File: src/crs_defs.svh
// Constants for the core regulator sequencer
`ifndef CRS_DEFS_SVH
`define CRS_DEFS_SVH

`define CRS_CODE_W 5
`define CRS_CODE_OFF 5'h1f
`define CRS_CNT_W 11
`define CRS_SS_LAST 11'h7ff
`define CRS_OC_WAIT_LAST 11'h7ff
`define CRS_MV_W 12
`define CRS_REF_TOP_MV 12'h73a
`define CRS_STEP_MV 12'h019
`define CRS_RAMP_NUM 32'h0000000e
`define CRS_RAMP_DEN 32'h00005000
`define CRS_RAMP_OFFSET_CURRENT_W 8
`define CRS_RAMP_OFFSET_CURRENT_MAX_UA 32'h000000a0
`define CRS_SS_SHIFT 11
`define CRS_RST_CODE 5'h1f

`endif

File: src/crs_pkg.sv
// Types for the core regulator sequencer
package crs_pkg;

  typedef enum logic [2:0] {
    CRS_OFF     = 3'b000,
    CRS_SOFT    = 3'b001,
    CRS_RUN     = 3'b010,
    CRS_OC_WAIT = 3'b011,
    CRS_OV_HOLD = 3'b100
  } crs_state_t;

  typedef struct packed {
    crs_state_t st;
    logic [10:0] ss_cnt;
    logic [10:0] oc_cnt;
    logic tick_prev;
    logic [4:0] samp_code;
    logic [4:0] stable_code;
    logic [4:0] ref_idx;
    logic step_ph;
    logic ov_low;
    logic drive_en;
    logic force_low;
    logic run;
    logic [11:0] ref_mv;
    logic [11:0] ramp_mv;
    logic [7:0] ramp_offset_current;
    logic [11:0] target;
  } crs_core_st_t;

  typedef struct packed {
    logic [5:0] s1;
    logic [5:0] s2;
  } crs_sync_st_t;

endpackage

File: src/crs_sync.sv
// Two-stage synchroniser for pin inputs
`timescale 1ns/100ps
module crs_sync (
  input wire logic i_clk,
  input wire logic i_sys_rst,
  input wire logic [5:0] i_async,
  output logic [5:0] o_sync
);
  crs_pkg::crs_sync_st_t q, d;

  always_comb begin
    d = q;
    d.s1 = i_async;
    d.s2 = q.s1;
  end

  always_ff @(posedge i_clk) begin
    if (i_sys_rst) begin
      q <= '0;
    end else begin
      q <= d;
    end
  end

  // First stage feeds only the second
  assign o_sync = q.s2;
endmodule // crs_sync

File: src/crs_core.sv
// Sequencing and protection for a multi-phase core regulator
// What this block does
// RQ1 - Overcurrent at any time shuts converter down
// RQ2 - Overcurrent: PWM hi-Z for 2048 cycles
// RQ3 - Wait done launches soft-start, success continues
// RQ4 - Failed retry repeats wait, indefinitely
// RQ5 - Decode code: 11110=1.100, 00000=1.850, 25mV
// RQ6 - All-ones code shuts down, others restart
// RQ7 - Overvoltage drives all PWM outputs low
// RQ8 - At selected level go hi-Z, recur low
// RQ9 - Overvoltage latched until supply power cycle
// RQ10 - Supply below threshold holds PWM hi-Z
// RQ11 - Supply, enable, valid code start soft-start
// RQ12 - 11-bit counter times 2048-cycle soft-start
// RQ13 - Ramp rises to 140 percent, current falls
// RQ14 - Regulate to lower of reference, ramp
// RQ15 - Sample code only at cycle start; the code also loads it on leaving OFF, with no cycle start
// RQ16 - Stable code steps 25mV per two cycles
// RQ17 - Cycle starts when channel one commanded low
// RQ18 - Overcurrent during soft-start fails the attempt
// RQ19 - Stable means equal at two cycle starts
`timescale 1ns/100ps
`include "crs_defs.svh"
module crs_core (
  input wire logic i_clk,
  input wire logic i_sys_rst,
  input wire logic i_supply_ok,
  input wire logic i_enable_ok,
  input wire logic i_overcurrent,
  input wire logic i_overvoltage,
  input wire logic i_vout_at_ref,
  input wire logic i_ch1_cycle_start,
  input wire logic [4:0] i_voltage_select_code,
  output logic o_pwm_drive_en,
  output logic o_pwm_force_low,
  output logic o_pwm_run,
  output logic [11:0] o_reference_level,
  output logic [11:0] o_soft_ramp_voltage,
  output logic [7:0] o_ramp_offset_current,
  output logic [11:0] o_regulation_target,
  output logic [2:0] o_state
);
  crs_pkg::crs_core_st_t q, d;
  logic [5:0] flags_s;
  logic [4:0] code_s;
  logic supply_s;
  logic enable_s;
  logic oc_s;
  logic ov_s;
  logic at_ref_s;
  logic tick_s;
  logic tick;
  logic go_ok;
  logic [31:0] ramp_w;
  logic [31:0] ramp_offset_current_w;
  logic code_pad_unused;

  // Pins cross into the clock domain here
  crs_sync u_flag_sync (
    .i_clk(i_clk),
    .i_sys_rst(i_sys_rst),
    .i_async({i_supply_ok, i_enable_ok, i_overcurrent, i_overvoltage, i_vout_at_ref,
      i_ch1_cycle_start}),
    .o_sync(flags_s)
  );

  // Code bus may skew between bits; stability check absorbs it
  crs_sync u_code_sync (
    .i_clk(i_clk),
    .i_sys_rst(i_sys_rst),
    .i_async({1'b0, i_voltage_select_code}),
    .o_sync({code_pad_unused, code_s})
  );

  assign supply_s = flags_s[5];
  assign enable_s = flags_s[4];
  assign oc_s = flags_s[3];
  assign ov_s = flags_s[2];
  assign at_ref_s = flags_s[1];
  assign tick_s = flags_s[0];

  // RQ17 cycle start edge
  assign tick = tick_s & ~q.tick_prev;

  // RQ11 start conditions
  assign go_ok = supply_s & enable_s & (code_s != `CRS_CODE_OFF);

  always_comb begin
    ramp_w = 32'h0;
    ramp_offset_current_w = 32'h0;
    d = q;
    d.tick_prev = tick_s;
    // RQ15 sample at cycle start only
    if (tick) begin
      d.samp_code = code_s;
      // RQ19 equal at two starts
      if (code_s == q.samp_code) begin
        d.stable_code = code_s;
      end
    end
    if (!supply_s) begin
      // RQ10 below supply threshold
      d.st = crs_pkg::CRS_OFF;
      // RQ9 power cycle clears latch
      d.ov_low = 1'b0;
    end else if (ov_s || q.st == crs_pkg::CRS_OV_HOLD) begin
      // RQ9 latched until supply drops
      d.st = crs_pkg::CRS_OV_HOLD;
      // RQ7 drive low on overvoltage
      if (ov_s) begin
        d.ov_low = 1'b1;
      // RQ8 release to hi-Z at level
      end else if (at_ref_s) begin
        d.ov_low = 1'b0;
      end
    end else if (!go_ok) begin
      // RQ6 all-ones code shuts down
      d.st = crs_pkg::CRS_OFF;
    end else begin
      case (q.st)
        crs_pkg::CRS_OFF: begin
          // RQ11 immediate soft-start
          d.st = crs_pkg::CRS_SOFT;
          d.ss_cnt = '0;
          d.ref_idx = code_s;
          d.samp_code = code_s;
          d.stable_code = code_s;
        end
        crs_pkg::CRS_SOFT: begin
          if (oc_s) begin
            // RQ18 soft-start failed
            d.st = crs_pkg::CRS_OC_WAIT;
            d.oc_cnt = '0;
          end else if (tick) begin
            // RQ12 count phase clock pulses
            d.ss_cnt = q.ss_cnt + 11'h001;
            if (q.ss_cnt == `CRS_SS_LAST) begin
              // RQ3 attempt succeeded
              d.st = crs_pkg::CRS_RUN;
              d.step_ph = 1'b0;
            end
          end
        end
        crs_pkg::CRS_RUN: begin
          if (oc_s) begin
            // RQ1 overcurrent shutdown
            d.st = crs_pkg::CRS_OC_WAIT;
            d.oc_cnt = '0;
          end else if (tick && q.ref_idx != q.stable_code &&
              q.stable_code != `CRS_CODE_OFF) begin
            // RQ16 one 25mV step per two cycles
            d.step_ph = ~q.step_ph;
            if (q.step_ph) begin
              if (q.stable_code > q.ref_idx) begin
                d.ref_idx = q.ref_idx + 5'h01;
              end else begin
                d.ref_idx = q.ref_idx - 5'h01;
              end
            end
          end else if (tick) begin
            d.step_ph = 1'b0;
          end
        end
        crs_pkg::CRS_OC_WAIT: begin
          // RQ2 count 2048 cycles in hi-Z
          if (tick) begin
            d.oc_cnt = q.oc_cnt + 11'h001;
            if (q.oc_cnt == `CRS_OC_WAIT_LAST) begin
              // RQ4 retry after each wait
              d.st = crs_pkg::CRS_SOFT;
              d.ss_cnt = '0;
            end
          end
        end
        default: begin
          d.st = crs_pkg::CRS_OFF;
        end
      endcase
    end
    // RQ5 decode to millivolts
    d.ref_mv = 12'(`CRS_REF_TOP_MV - 12'(d.ref_idx) * `CRS_STEP_MV);
    // RQ13 ramp to 140 percent of reference
    if (d.st == crs_pkg::CRS_SOFT) begin
      ramp_w = (32'(d.ref_mv) * `CRS_RAMP_NUM * 32'(d.ss_cnt)) / `CRS_RAMP_DEN;
      ramp_offset_current_w = (`CRS_RAMP_OFFSET_CURRENT_MAX_UA * (32'h00000800 - 32'(d.ss_cnt))) >> `CRS_SS_SHIFT;
    end
    d.ramp_mv = ramp_w[11:0];
    d.ramp_offset_current = ramp_offset_current_w[7:0];
    // RQ14 lower of reference and ramp
    if (d.st == crs_pkg::CRS_SOFT && d.ramp_mv < d.ref_mv) begin
      d.target = d.ramp_mv;
    end else begin
      d.target = d.ref_mv;
    end
    // Pin state: hi-Z unless soft-start, run or overvoltage pull-down
    d.run = (d.st == crs_pkg::CRS_SOFT) || (d.st == crs_pkg::CRS_RUN);
    d.force_low = (d.st == crs_pkg::CRS_OV_HOLD) && d.ov_low;
    d.drive_en = d.run || d.force_low;
  end

  always_ff @(posedge i_clk) begin
    if (i_sys_rst) begin
      // Reference shows the code 00000 level so decode holds from release
      q <= '{st: crs_pkg::CRS_OFF, samp_code: `CRS_RST_CODE,
        stable_code: `CRS_RST_CODE, ref_mv: `CRS_REF_TOP_MV,
        target: `CRS_REF_TOP_MV, default: '0};
    end else begin
      q <= d;
    end
  end

  assign o_pwm_drive_en = q.drive_en;
  assign o_pwm_force_low = q.force_low;
  assign o_pwm_run = q.run;
  assign o_reference_level = q.ref_mv;
  assign o_soft_ramp_voltage = q.ramp_mv;
  assign o_ramp_offset_current = q.ramp_offset_current;
  assign o_regulation_target = q.target;
  assign o_state = q.st;

  a_oc_run_stop: assert property (@(posedge i_clk) disable iff (i_sys_rst) // RQ1
    q.st == crs_pkg::CRS_RUN && oc_s && go_ok && !ov_s |=> q.st == crs_pkg::CRS_OC_WAIT)
    else $error("overcurrent did not stop regulation");

  a_wait_hiz: assert property (@(posedge i_clk) disable iff (i_sys_rst) // RQ2
    q.st == crs_pkg::CRS_OC_WAIT |-> !o_pwm_drive_en && !o_pwm_run)
    else $error("pwm driven during overcurrent wait");

  a_wait_retry: assert property (@(posedge i_clk) disable iff (i_sys_rst) // RQ3
    q.st == crs_pkg::CRS_OC_WAIT && tick && q.oc_cnt == `CRS_OC_WAIT_LAST && go_ok && !ov_s
    |=> q.st == crs_pkg::CRS_SOFT && q.ss_cnt == 11'h000)
    else $error("no soft-start after wait");

  a_wait_early: assert property (@(posedge i_clk) disable iff (i_sys_rst) // RQ4
    q.st == crs_pkg::CRS_OC_WAIT && q.oc_cnt != `CRS_OC_WAIT_LAST && go_ok && !ov_s
    |=> q.st == crs_pkg::CRS_OC_WAIT)
    else $error("wait ended early");

  a_soft_fail: assert property (@(posedge i_clk) disable iff (i_sys_rst) // RQ18
    q.st == crs_pkg::CRS_SOFT && oc_s && go_ok && !ov_s
    |=> q.st == crs_pkg::CRS_OC_WAIT && q.oc_cnt == 11'h000)
    else $error("soft-start failure not caught");

  a_ref_decode: assert property (@(posedge i_clk) disable iff (i_sys_rst) // RQ5
    o_reference_level == 12'(12'h73a - 12'(q.ref_idx) * 12'h019))
    else $error("reference decode wrong");

  a_off_code: assert property (@(posedge i_clk) disable iff (i_sys_rst) // RQ6
    supply_s && !ov_s && q.st != crs_pkg::CRS_OV_HOLD && code_s == 5'h1f
    |=> q.st == crs_pkg::CRS_OFF && !o_pwm_drive_en)
    else $error("shutdown code ignored");

  a_ov_pull_low: assert property (@(posedge i_clk) disable iff (i_sys_rst) // RQ7
    supply_s && ov_s |=> o_pwm_drive_en && o_pwm_force_low && !o_pwm_run)
    else $error("overvoltage did not pull low");

  a_ov_release: assert property (@(posedge i_clk) disable iff (i_sys_rst) // RQ8
    q.st == crs_pkg::CRS_OV_HOLD && supply_s && !ov_s && at_ref_s |=> !o_pwm_drive_en)
    else $error("overvoltage did not release to hi-Z");

  a_ov_latch: assert property (@(posedge i_clk) disable iff (i_sys_rst) // RQ9
    q.st == crs_pkg::CRS_OV_HOLD && supply_s |=> q.st == crs_pkg::CRS_OV_HOLD)
    else $error("overvoltage latch lost");

  a_supply_hiz: assert property (@(posedge i_clk) disable iff (i_sys_rst) // RQ10
    !supply_s |=> !o_pwm_drive_en && q.st == crs_pkg::CRS_OFF)
    else $error("pwm driven without supply");

  a_start_now: assert property (@(posedge i_clk) disable iff (i_sys_rst) // RQ11
    q.st == crs_pkg::CRS_OFF && go_ok && !ov_s |=> q.st == crs_pkg::CRS_SOFT && o_pwm_run)
    else $error("soft-start not started");

  a_target_min: assert property (@(posedge i_clk) disable iff (i_sys_rst) // RQ14
    o_regulation_target <= o_reference_level &&
    (q.st != crs_pkg::CRS_SOFT || o_regulation_target <= o_soft_ramp_voltage))
    else $error("target above lower bound");

  a_step_size: assert property (@(posedge i_clk) disable iff (i_sys_rst) // RQ16
    q.st == crs_pkg::CRS_RUN && $past(q.st) == crs_pkg::CRS_RUN && $changed(q.ref_idx)
    |-> (q.ref_idx == $past(q.ref_idx) + 5'h01 || q.ref_idx == $past(q.ref_idx) - 5'h01)
    ##1 $stable(q.ref_idx))
    else $error("reference step wrong");

  // RQ12 count on tick
  a_ss_advance: assert property (@(posedge i_clk) disable iff (i_sys_rst) // RQ12
    q.st == crs_pkg::CRS_SOFT && tick && !oc_s && go_ok && !ov_s
    |=> q.ss_cnt == $past(q.ss_cnt) + 11'h001)
    else $error("soft-start count missed a cycle");

  // RQ12 hold between ticks
  a_ss_hold: assert property (@(posedge i_clk) disable iff (i_sys_rst) // RQ12
    q.st == crs_pkg::CRS_SOFT && !tick && !oc_s && go_ok && !ov_s
    |=> q.st == crs_pkg::CRS_SOFT && $stable(q.ss_cnt))
    else $error("soft-start count moved off cycle start");

  // RQ2 wait counts ticks
  a_oc_count: assert property (@(posedge i_clk) disable iff (i_sys_rst) // RQ2
    q.st == crs_pkg::CRS_OC_WAIT && tick && go_ok && !ov_s
    |=> q.oc_cnt == $past(q.oc_cnt) + 11'h001)
    else $error("overcurrent wait count missed a cycle");

  // RQ5 level inside table
  a_ref_range: assert property (@(posedge i_clk) disable iff (i_sys_rst) // RQ5
    q.st == crs_pkg::CRS_SOFT || q.st == crs_pkg::CRS_RUN
    |-> o_reference_level >= 12'h44c && o_reference_level <= 12'h73a)
    else $error("reference outside code table");

  // RQ13 ramp starts low
  a_ramp_start: assert property (@(posedge i_clk) disable iff (i_sys_rst) // RQ13
    q.st == crs_pkg::CRS_SOFT && q.ss_cnt == 11'h000
    |-> o_soft_ramp_voltage == 12'h000 && o_ramp_offset_current == 8'ha0)
    else $error("soft-start ramp did not start at zero");

  // RQ13 ramp ends near 140 percent
  a_ramp_peak: assert property (@(posedge i_clk) disable iff (i_sys_rst) // RQ13
    q.st == crs_pkg::CRS_SOFT && q.ss_cnt == `CRS_SS_LAST
    |-> o_ramp_offset_current == 8'h00 &&
    {4'h0, o_soft_ramp_voltage} * 16'h000a >= {4'h0, o_reference_level} * 16'h000d &&
    {4'h0, o_soft_ramp_voltage} * 16'h000a <= {4'h0, o_reference_level} * 16'h000e)
    else $error("soft-start ramp end wrong");

  // RQ15 code taken at start
  a_code_hold: assert property (@(posedge i_clk) disable iff (i_sys_rst) // RQ15
    !tick && q.st != crs_pkg::CRS_OFF |=> $stable(q.samp_code))
    else $error("code sampled off cycle start");

  // RQ19 mismatch keeps target
  a_stable_pair: assert property (@(posedge i_clk) disable iff (i_sys_rst) // RQ19
    tick && code_s != q.samp_code && q.st != crs_pkg::CRS_OFF
    |=> $stable(q.stable_code))
    else $error("code taken before it was stable");

  // RQ16 no step on odd cycle
  a_step_wait: assert property (@(posedge i_clk) disable iff (i_sys_rst) // RQ16
    q.st == crs_pkg::CRS_RUN && tick && !q.step_ph && !oc_s && go_ok && !ov_s
    |=> $stable(q.ref_idx))
    else $error("reference stepped on consecutive cycles");

  c_hiccup: cover property (@(posedge i_clk) disable iff (i_sys_rst)
    q.st == crs_pkg::CRS_OC_WAIT ##1 q.st == crs_pkg::CRS_SOFT);
  c_soft_done: cover property (@(posedge i_clk) disable iff (i_sys_rst)
    q.st == crs_pkg::CRS_SOFT ##1 q.st == crs_pkg::CRS_RUN);
  c_ov_cycle: cover property (@(posedge i_clk) disable iff (i_sys_rst)
    o_pwm_force_low ##1 !o_pwm_force_low && q.st == crs_pkg::CRS_OV_HOLD);
  c_dyn_step: cover property (@(posedge i_clk) disable iff (i_sys_rst)
    q.st == crs_pkg::CRS_RUN && $changed(q.ref_idx));
endmodule // crs_core

File: config.mk
export PLATFORM = sky130hd
export DESIGN_NAME = crs_core
export DESIGN_NICKNAME = d
export VERILOG_FILES = /design/src/crs_pkg.sv /design/src/crs_sync.sv /design/src/crs_core.sv
export VERILOG_INCLUDE_DIRS = /design/src /design/src/src
export SDC_FILE = /design/constraint.sdc
export NUM_CORES = 1
export LEC_CHECK = 0
export BUFFER_PORTS_ARGS = -buffer_cell sky130_fd_sc_hd__buf_2
export CAP_MARGIN = 20
export CORE_ASPECT_RATIO = 1.1
export CORE_MARGIN = 8
export CORE_UTILIZATION = 60
export CTS_BUF_LIST = sky130_fd_sc_hd__clkbuf_16
export DETAILED_ROUTE_END_ITERATION = 10
export GPL_TIMING_DRIVEN = 0
export PLACE_DENSITY = 0.79
export SLEW_MARGIN = 5
export SYNTH_ARGS = -nofsm -noshare
export SYNTH_HDL_FRONTEND = slang
export SYNTH_SLANG_ARGS = --single-unit
File: constraint.sdc
create_clock -name i_clk -period 18.3 [get_ports i_clk]
set_clock_uncertainty 0.1 [all_clocks]
set_input_delay 0.915 -clock i_clk [delete_from_list [all_inputs] [get_ports i_clk]]
set_output_delay 0.915 -clock i_clk [all_outputs]
set_load 0.005 [all_outputs]
## Yosys cells after proc, flatten, opt, wreduce, memory -nomap -nowiden

Cells that the tools add are included.

| word-level totals | value |
|---|---|
| output and inout bits | 50 |
| input bits | 13 |
| logic and storage cells | 114 |
| register bits after elaboration | 112 |

| operators by class | value |
|---|---|
| div/mod/pow operators | 1 |
| $lt $le $gt $ge | 2 |
| multiplexer cells | 40 |
| $add $sub $neg | 6 |
| reductions and logical operators | 14 |
| bitwise operators | 7 |
| equal/unequal tests | 20 |
| $mul | 4 |

Operators with widths:

| kind | number |
|---|---|
| $mux 22 | 3 |
| $mux 16 | 3 |
| $pmux 11 s3 | 1 |
| $div 27x15->32 const B | 1 |
| $mul 3x32->14 const A | 1 |
| $mux 14 | 2 |
| $mul 15x11->26 | 1 |
| $mux 25 | 1 |
| $mux 12 | 2 |
| $add 11x1->11 const B | 2 |
| $eq 11x11->1 const B | 2 |
| $mux 11 | 2 |
| $pmux 11 s2 | 1 |
| $mux 10 | 2 |
| $mux 5 | 4 |
| $mux 3 | 6 |
| $mul 12x3->15 const B | 1 |
| $sub 12x11->13 const A | 1 |
| $lt 12x12->1 | 1 |
| $pmux 3 s4 | 1 |
| $sub 11x10->12 const A | 1 |
| $mul 5x5->10 const B | 1 |
| $ne 2x2->1 const B | 5 |
| $ne 5x5->1 const B | 2 |
| other kinds (23) | 47 |

## Longest topological paths before layout

| logic depth | value |
|---|---|
| depth after elaboration | 19 |
| depth in mapped cells | 77 |

## By module

From an unflattened synthesis, not the netlist that was laid out.

| unflattened totals | value |
|---|---|
| cell total of the unflattened synthesis | 1653 |
| area total of the unflattened synthesis | 13924.6 um2 |

Modules (own cells, without submodules):

| module | cells an instance | instances | area each (um2) |
|---|---|---|---|
| crs_core | 1603 | 1 | 13191.4 |
| crs_sync | 25 | 2 | 366.6 |

## Worst setup path before layout

Ideal clock, no wire load.

| path | value |
|---|---|
| path type | reg2reg |
| start | reg q[51] in the netlist's numbering |
| end | reg q, in the netlist o_regulation_target[7] |
| library setup time | 0.121 ns |
| setup slack | 2.350 ns |
| data arrival time | 15.729 ns |
| cell stages (with the launch flop) | 73 |
| clock period less this slack | 15.950 ns |
| cells stage by stage | dfxtp_1 -> inv_1 -> ha_1 -> a21o_1 -> a21oi_1 -> nor2b_1 -> o31ai_1 -> ha_1 -> a21o_1 -> a21oi_1 -> xor2_1 -> nor2_1 -> a32o_1 -> a22oi_1 -> inv_1 -> ha_1 -> ha_1 -> inv_1 -> (+37 left out) -> o211ai_2 -> nand2_1 -> nor2_1 -> a21oi_1 -> o221ai_1 -> nor2_1 -> ha_1 -> a21o_1 -> a21o_1 -> a21oi_1 -> nor2_1 -> a211oi_1 -> o211a_1 -> nand2b_1 -> a21oi_2 -> and2_4 -> buf_6 -> mux2_4 |

RTL lines:

| what | line | RTL |
|---|---|---|
| start: declaration | crs_core.sv:43 | `crs_pkg::crs_core_st_t q, d;` |
| start signal: assignment | crs_core.sv:204 | `` q <= '{st: crs_pkg::CRS_OFF, samp_code: `CRS_RST_CODE, `` |

==> impl_results.md <==
* Slew HR at approximately 28%
* First-pass GRT wire length at around 56,000 um
* Clock latency on the worst-skew pair at 0.36 ns
* Routed wire length at 33,700 um
* Clock Tree Root: clkbuf_16
* Biggest area consumer among synthesized cells: fa_1
* Number of global-route vias before repair at ~12,000
* Crit path max fanout at 10
* Area growth syn-to-layout at 9.28%
* Top cell type's share of synthesized area at between 10% and 20%
* Slowest cell delay on critical path at 0.55 ns
* Ports at 63
* Crit path buf inv count at 13
* Mean area per synthesized cell at a little over 8 um^2
* WL per Instance at between 15 and 20 um
* Cell repeated most along the worst path: ha_1
* DRT iter0 DRCs at 930
* Yosys Warn Count at 0
* Power, Total at about 490 uW
* CTS Hold Bufs at 0
* Final antenna diode count at 0
* Worst Tran Pin Value at 1.08 ns
* Drt pass-1 iters at 6
* Vias per std cell at about 6.0
* Worst Path Arrival at between 15 and 20 ns
* Min cycle time layout at 17.41 ns
* FF+latch count, synth at 110
* Outcome: complete, no violations
* Slowest stage cell, crit path: fa_1
* Clock Path Buffers at 2
* Ys flop type: dfxtp_1
* Cells after synthesis at 1,618
* Most common cell after layout, fill and taps aside: nor2_1
* CTS tree: done
* R2R Setup Slk at between 0.8 and 0.9 ns
* Critical path capture point type: flip-flop
* Worst Setup Start Kind: flip-flop
* DRC Markers at 0
* Final worst-path cycle share at 95.1%
* Tot GR Track Use at between 20% and 30%
* Hold crit path type: flip-flop to flip-flop
* H-Tree Level Count at 3
* Power Dens Cells at roughly 34 nW/um^2
* Cell Rows at 57
* Pins Over Slew Limit at 0
* Clk slew on worst S/H paths at approximately 0.090 ns
* Antenna Violating Nets Remaining at 0
* Initial Util at 60.7%
* Largest net degree at the start of global routing at 24
* Final hold vios at 0
* CTS Sinks at between 100 and 150
* MaxCap Viol Count at 0
* Synth top area cells: fa_1 18%, dfxtp_1 17%, ha_1 13%, nor2_1 6.0%, inv_1 4.8%
* Die Ht at ~170 um
* Mapped cell area at ~13,000 um^2
* CTS buffer count at 9
* Post-DP HPWL at 26,700 um
* Die X at between 150 and 200 um
* Number of flops mapped to enable cells by yosys at 0
* P_leak at around 0.007 uW
* Gr ovfl total at 0
* Final Setup Violations at 0
* Sequential share of the synthesized area at ~17%
* Die area at 27,300 um^2
* Core region area at 22,000 um^2
* Max Clk Rate at roughly 57 MHz
* Gpl congestion at 0.956
* Synth unique cells at 96
* Req. time, crit path at 18.46 ns
* Most frequent cells in the layout: 211 x nor2_1, 169 x inv_1, 135 x ha_1
* Critical path class: flip-flop to flip-flop
* Port buffer count at 60
* Via count at about 12,000
* Worst vdd ir at 0.0591 mV
* Delay-heaviest family, CP: adder cells
* Setup TNS at 0 ns
* Share of cells above drive strength 1 at 13.3%
* Antenna violations before repair at 0
* Nets at just under 2,000
* Async S/R FF share, synth at 0%
## cell usage after synthesis (all sizes together) (18+ instances only)
| cell type | n |
|---|---|
| nor2 | 215 |
| inv | 169 |
| ha | 135 |
| nand2 | 126 |
| fa | 119 |
| dfxtp | 110 |
| a21oi | 77 |
| buf | 62 |
| o21ai | 54 |
| clkbuf | 41 |
| nand3 | 41 |
| xnor2 | 39 |
| nand2b | 37 |
| nor2b | 35 |
| a21o | 33 |
| xor2 | 27 |
| nor3 | 26 |
| nand4 | 19 |
| or2 | 18 |
## final timing paths
kind                                                  start                                 to  depth (start not counted)
worst max-delay path                       q[51]$_SDFF_PP0_  o_regulation_target[7]$_SDFF_PP0_                         72
worst min-delay path            u_flag_sync.d[5]$_SDFF_PP0_   u_flag_sync.o_sync[5]$_SDFF_PP0_                          1
worst max register to register             q[51]$_SDFF_PP0_  o_regulation_target[7]$_SDFF_PP0_                         72
worst min register to register  u_flag_sync.d[5]$_SDFF_PP0_   u_flag_sync.o_sync[5]$_SDFF_PP0_                          1
## stage by stage
step	hold WS [ns]	util, %	worst slack [ns]	area, um^2	std cells
detailed placement	0.321	63.8	-0.105	14000	1974
global route	0.361	66.3	-0.0126	14600	1995
finish	0.339	66.3	0.890	14600	1995
global placement	0.319	63.8	0.179	14000	1974
floorplan	0.314	-	2.35	13300	1619
CTS	0.342	65.3	0.0730	14300	1990
## metal layers
| layer | GRT usage (%) | routed length [um] | vias to the layer above |
|---|---|---|---|
| met5 | 0 | 0 | - |
| li1 | - | - | 5599 |
| met4 | 10.6 | 1250 | 0 |
| met2 | 45.3 | 17200 | 482 |
| met3 | 3.28 | 2050 | 99 |
| met1 | 29.3 | 13200 | 5787 |
## cell type report
class | instances | area (um^2)
Multi-Input combinational cell | 1236 | 10100
Clock buffer | 9 | 225
Clock inverter | 7 | 91.3
Sequential cell | 110 | 2200
Timing Repair Buffer | 65 | 338
Inverter | 170 | 638
Tap cell | 295 | 369
Fill cell | 1875 | 7400
Buffer | 103 | 612
## kinds of logic after synthesis
| kind of cell | after synthesis | share of synthesized area (%) |
|---|---|---|
| AND/OR/NAND/NOR | 576 | 20.5 |
| AO/OA/AOI/OAI | 320 | 17.4 |
| buffers and inverters | 273 | 9.31 |
| adder cells (fa/ha/maj) | 255 | 30.6 |
| flip-flops | 110 | 16.5 |
| XOR/XNOR | 66 | 4.34 |
| multiplexers | 17 | 1.33 |
| other | 1 | 0.0281 |
## registers in the layout, indices dropped and copies added, names as in the netlist
register / count
o_reference_level: 10
u_code_sync.d: 5
o_pwm_drive_en: 1
o_state: 3
o_pwm_run: 1
u_flag_sync.d: 6
o_pwm_force_low: 1
o_ramp_offset_current: 8
o_regulation_target: 12
o_soft_ramp_voltage: 12
u_flag_sync.o_sync: 6
q: 40
u_code_sync.o_sync: 5
## what timing repair did
action                                  CTS  global route
pin swaps                                 0             3
setup buffers                             0             5
endpoints found under the setup margin    8            11
resized for setup                         3            44
## report_power, final
part | switching (uW) | internal [uW] | total (uW) | leakage [uW]
clock | 106 | 99.5 | 206 | 0.000152
sequential | 2.40 | 243 | 245 | 0.000893
combinational | 28.1 | 15.9 | 44.0 | 0.00585
total | 137 | 358 | 495 | 0.00690
Note: power is estimated with default switching activity, not from simulation.
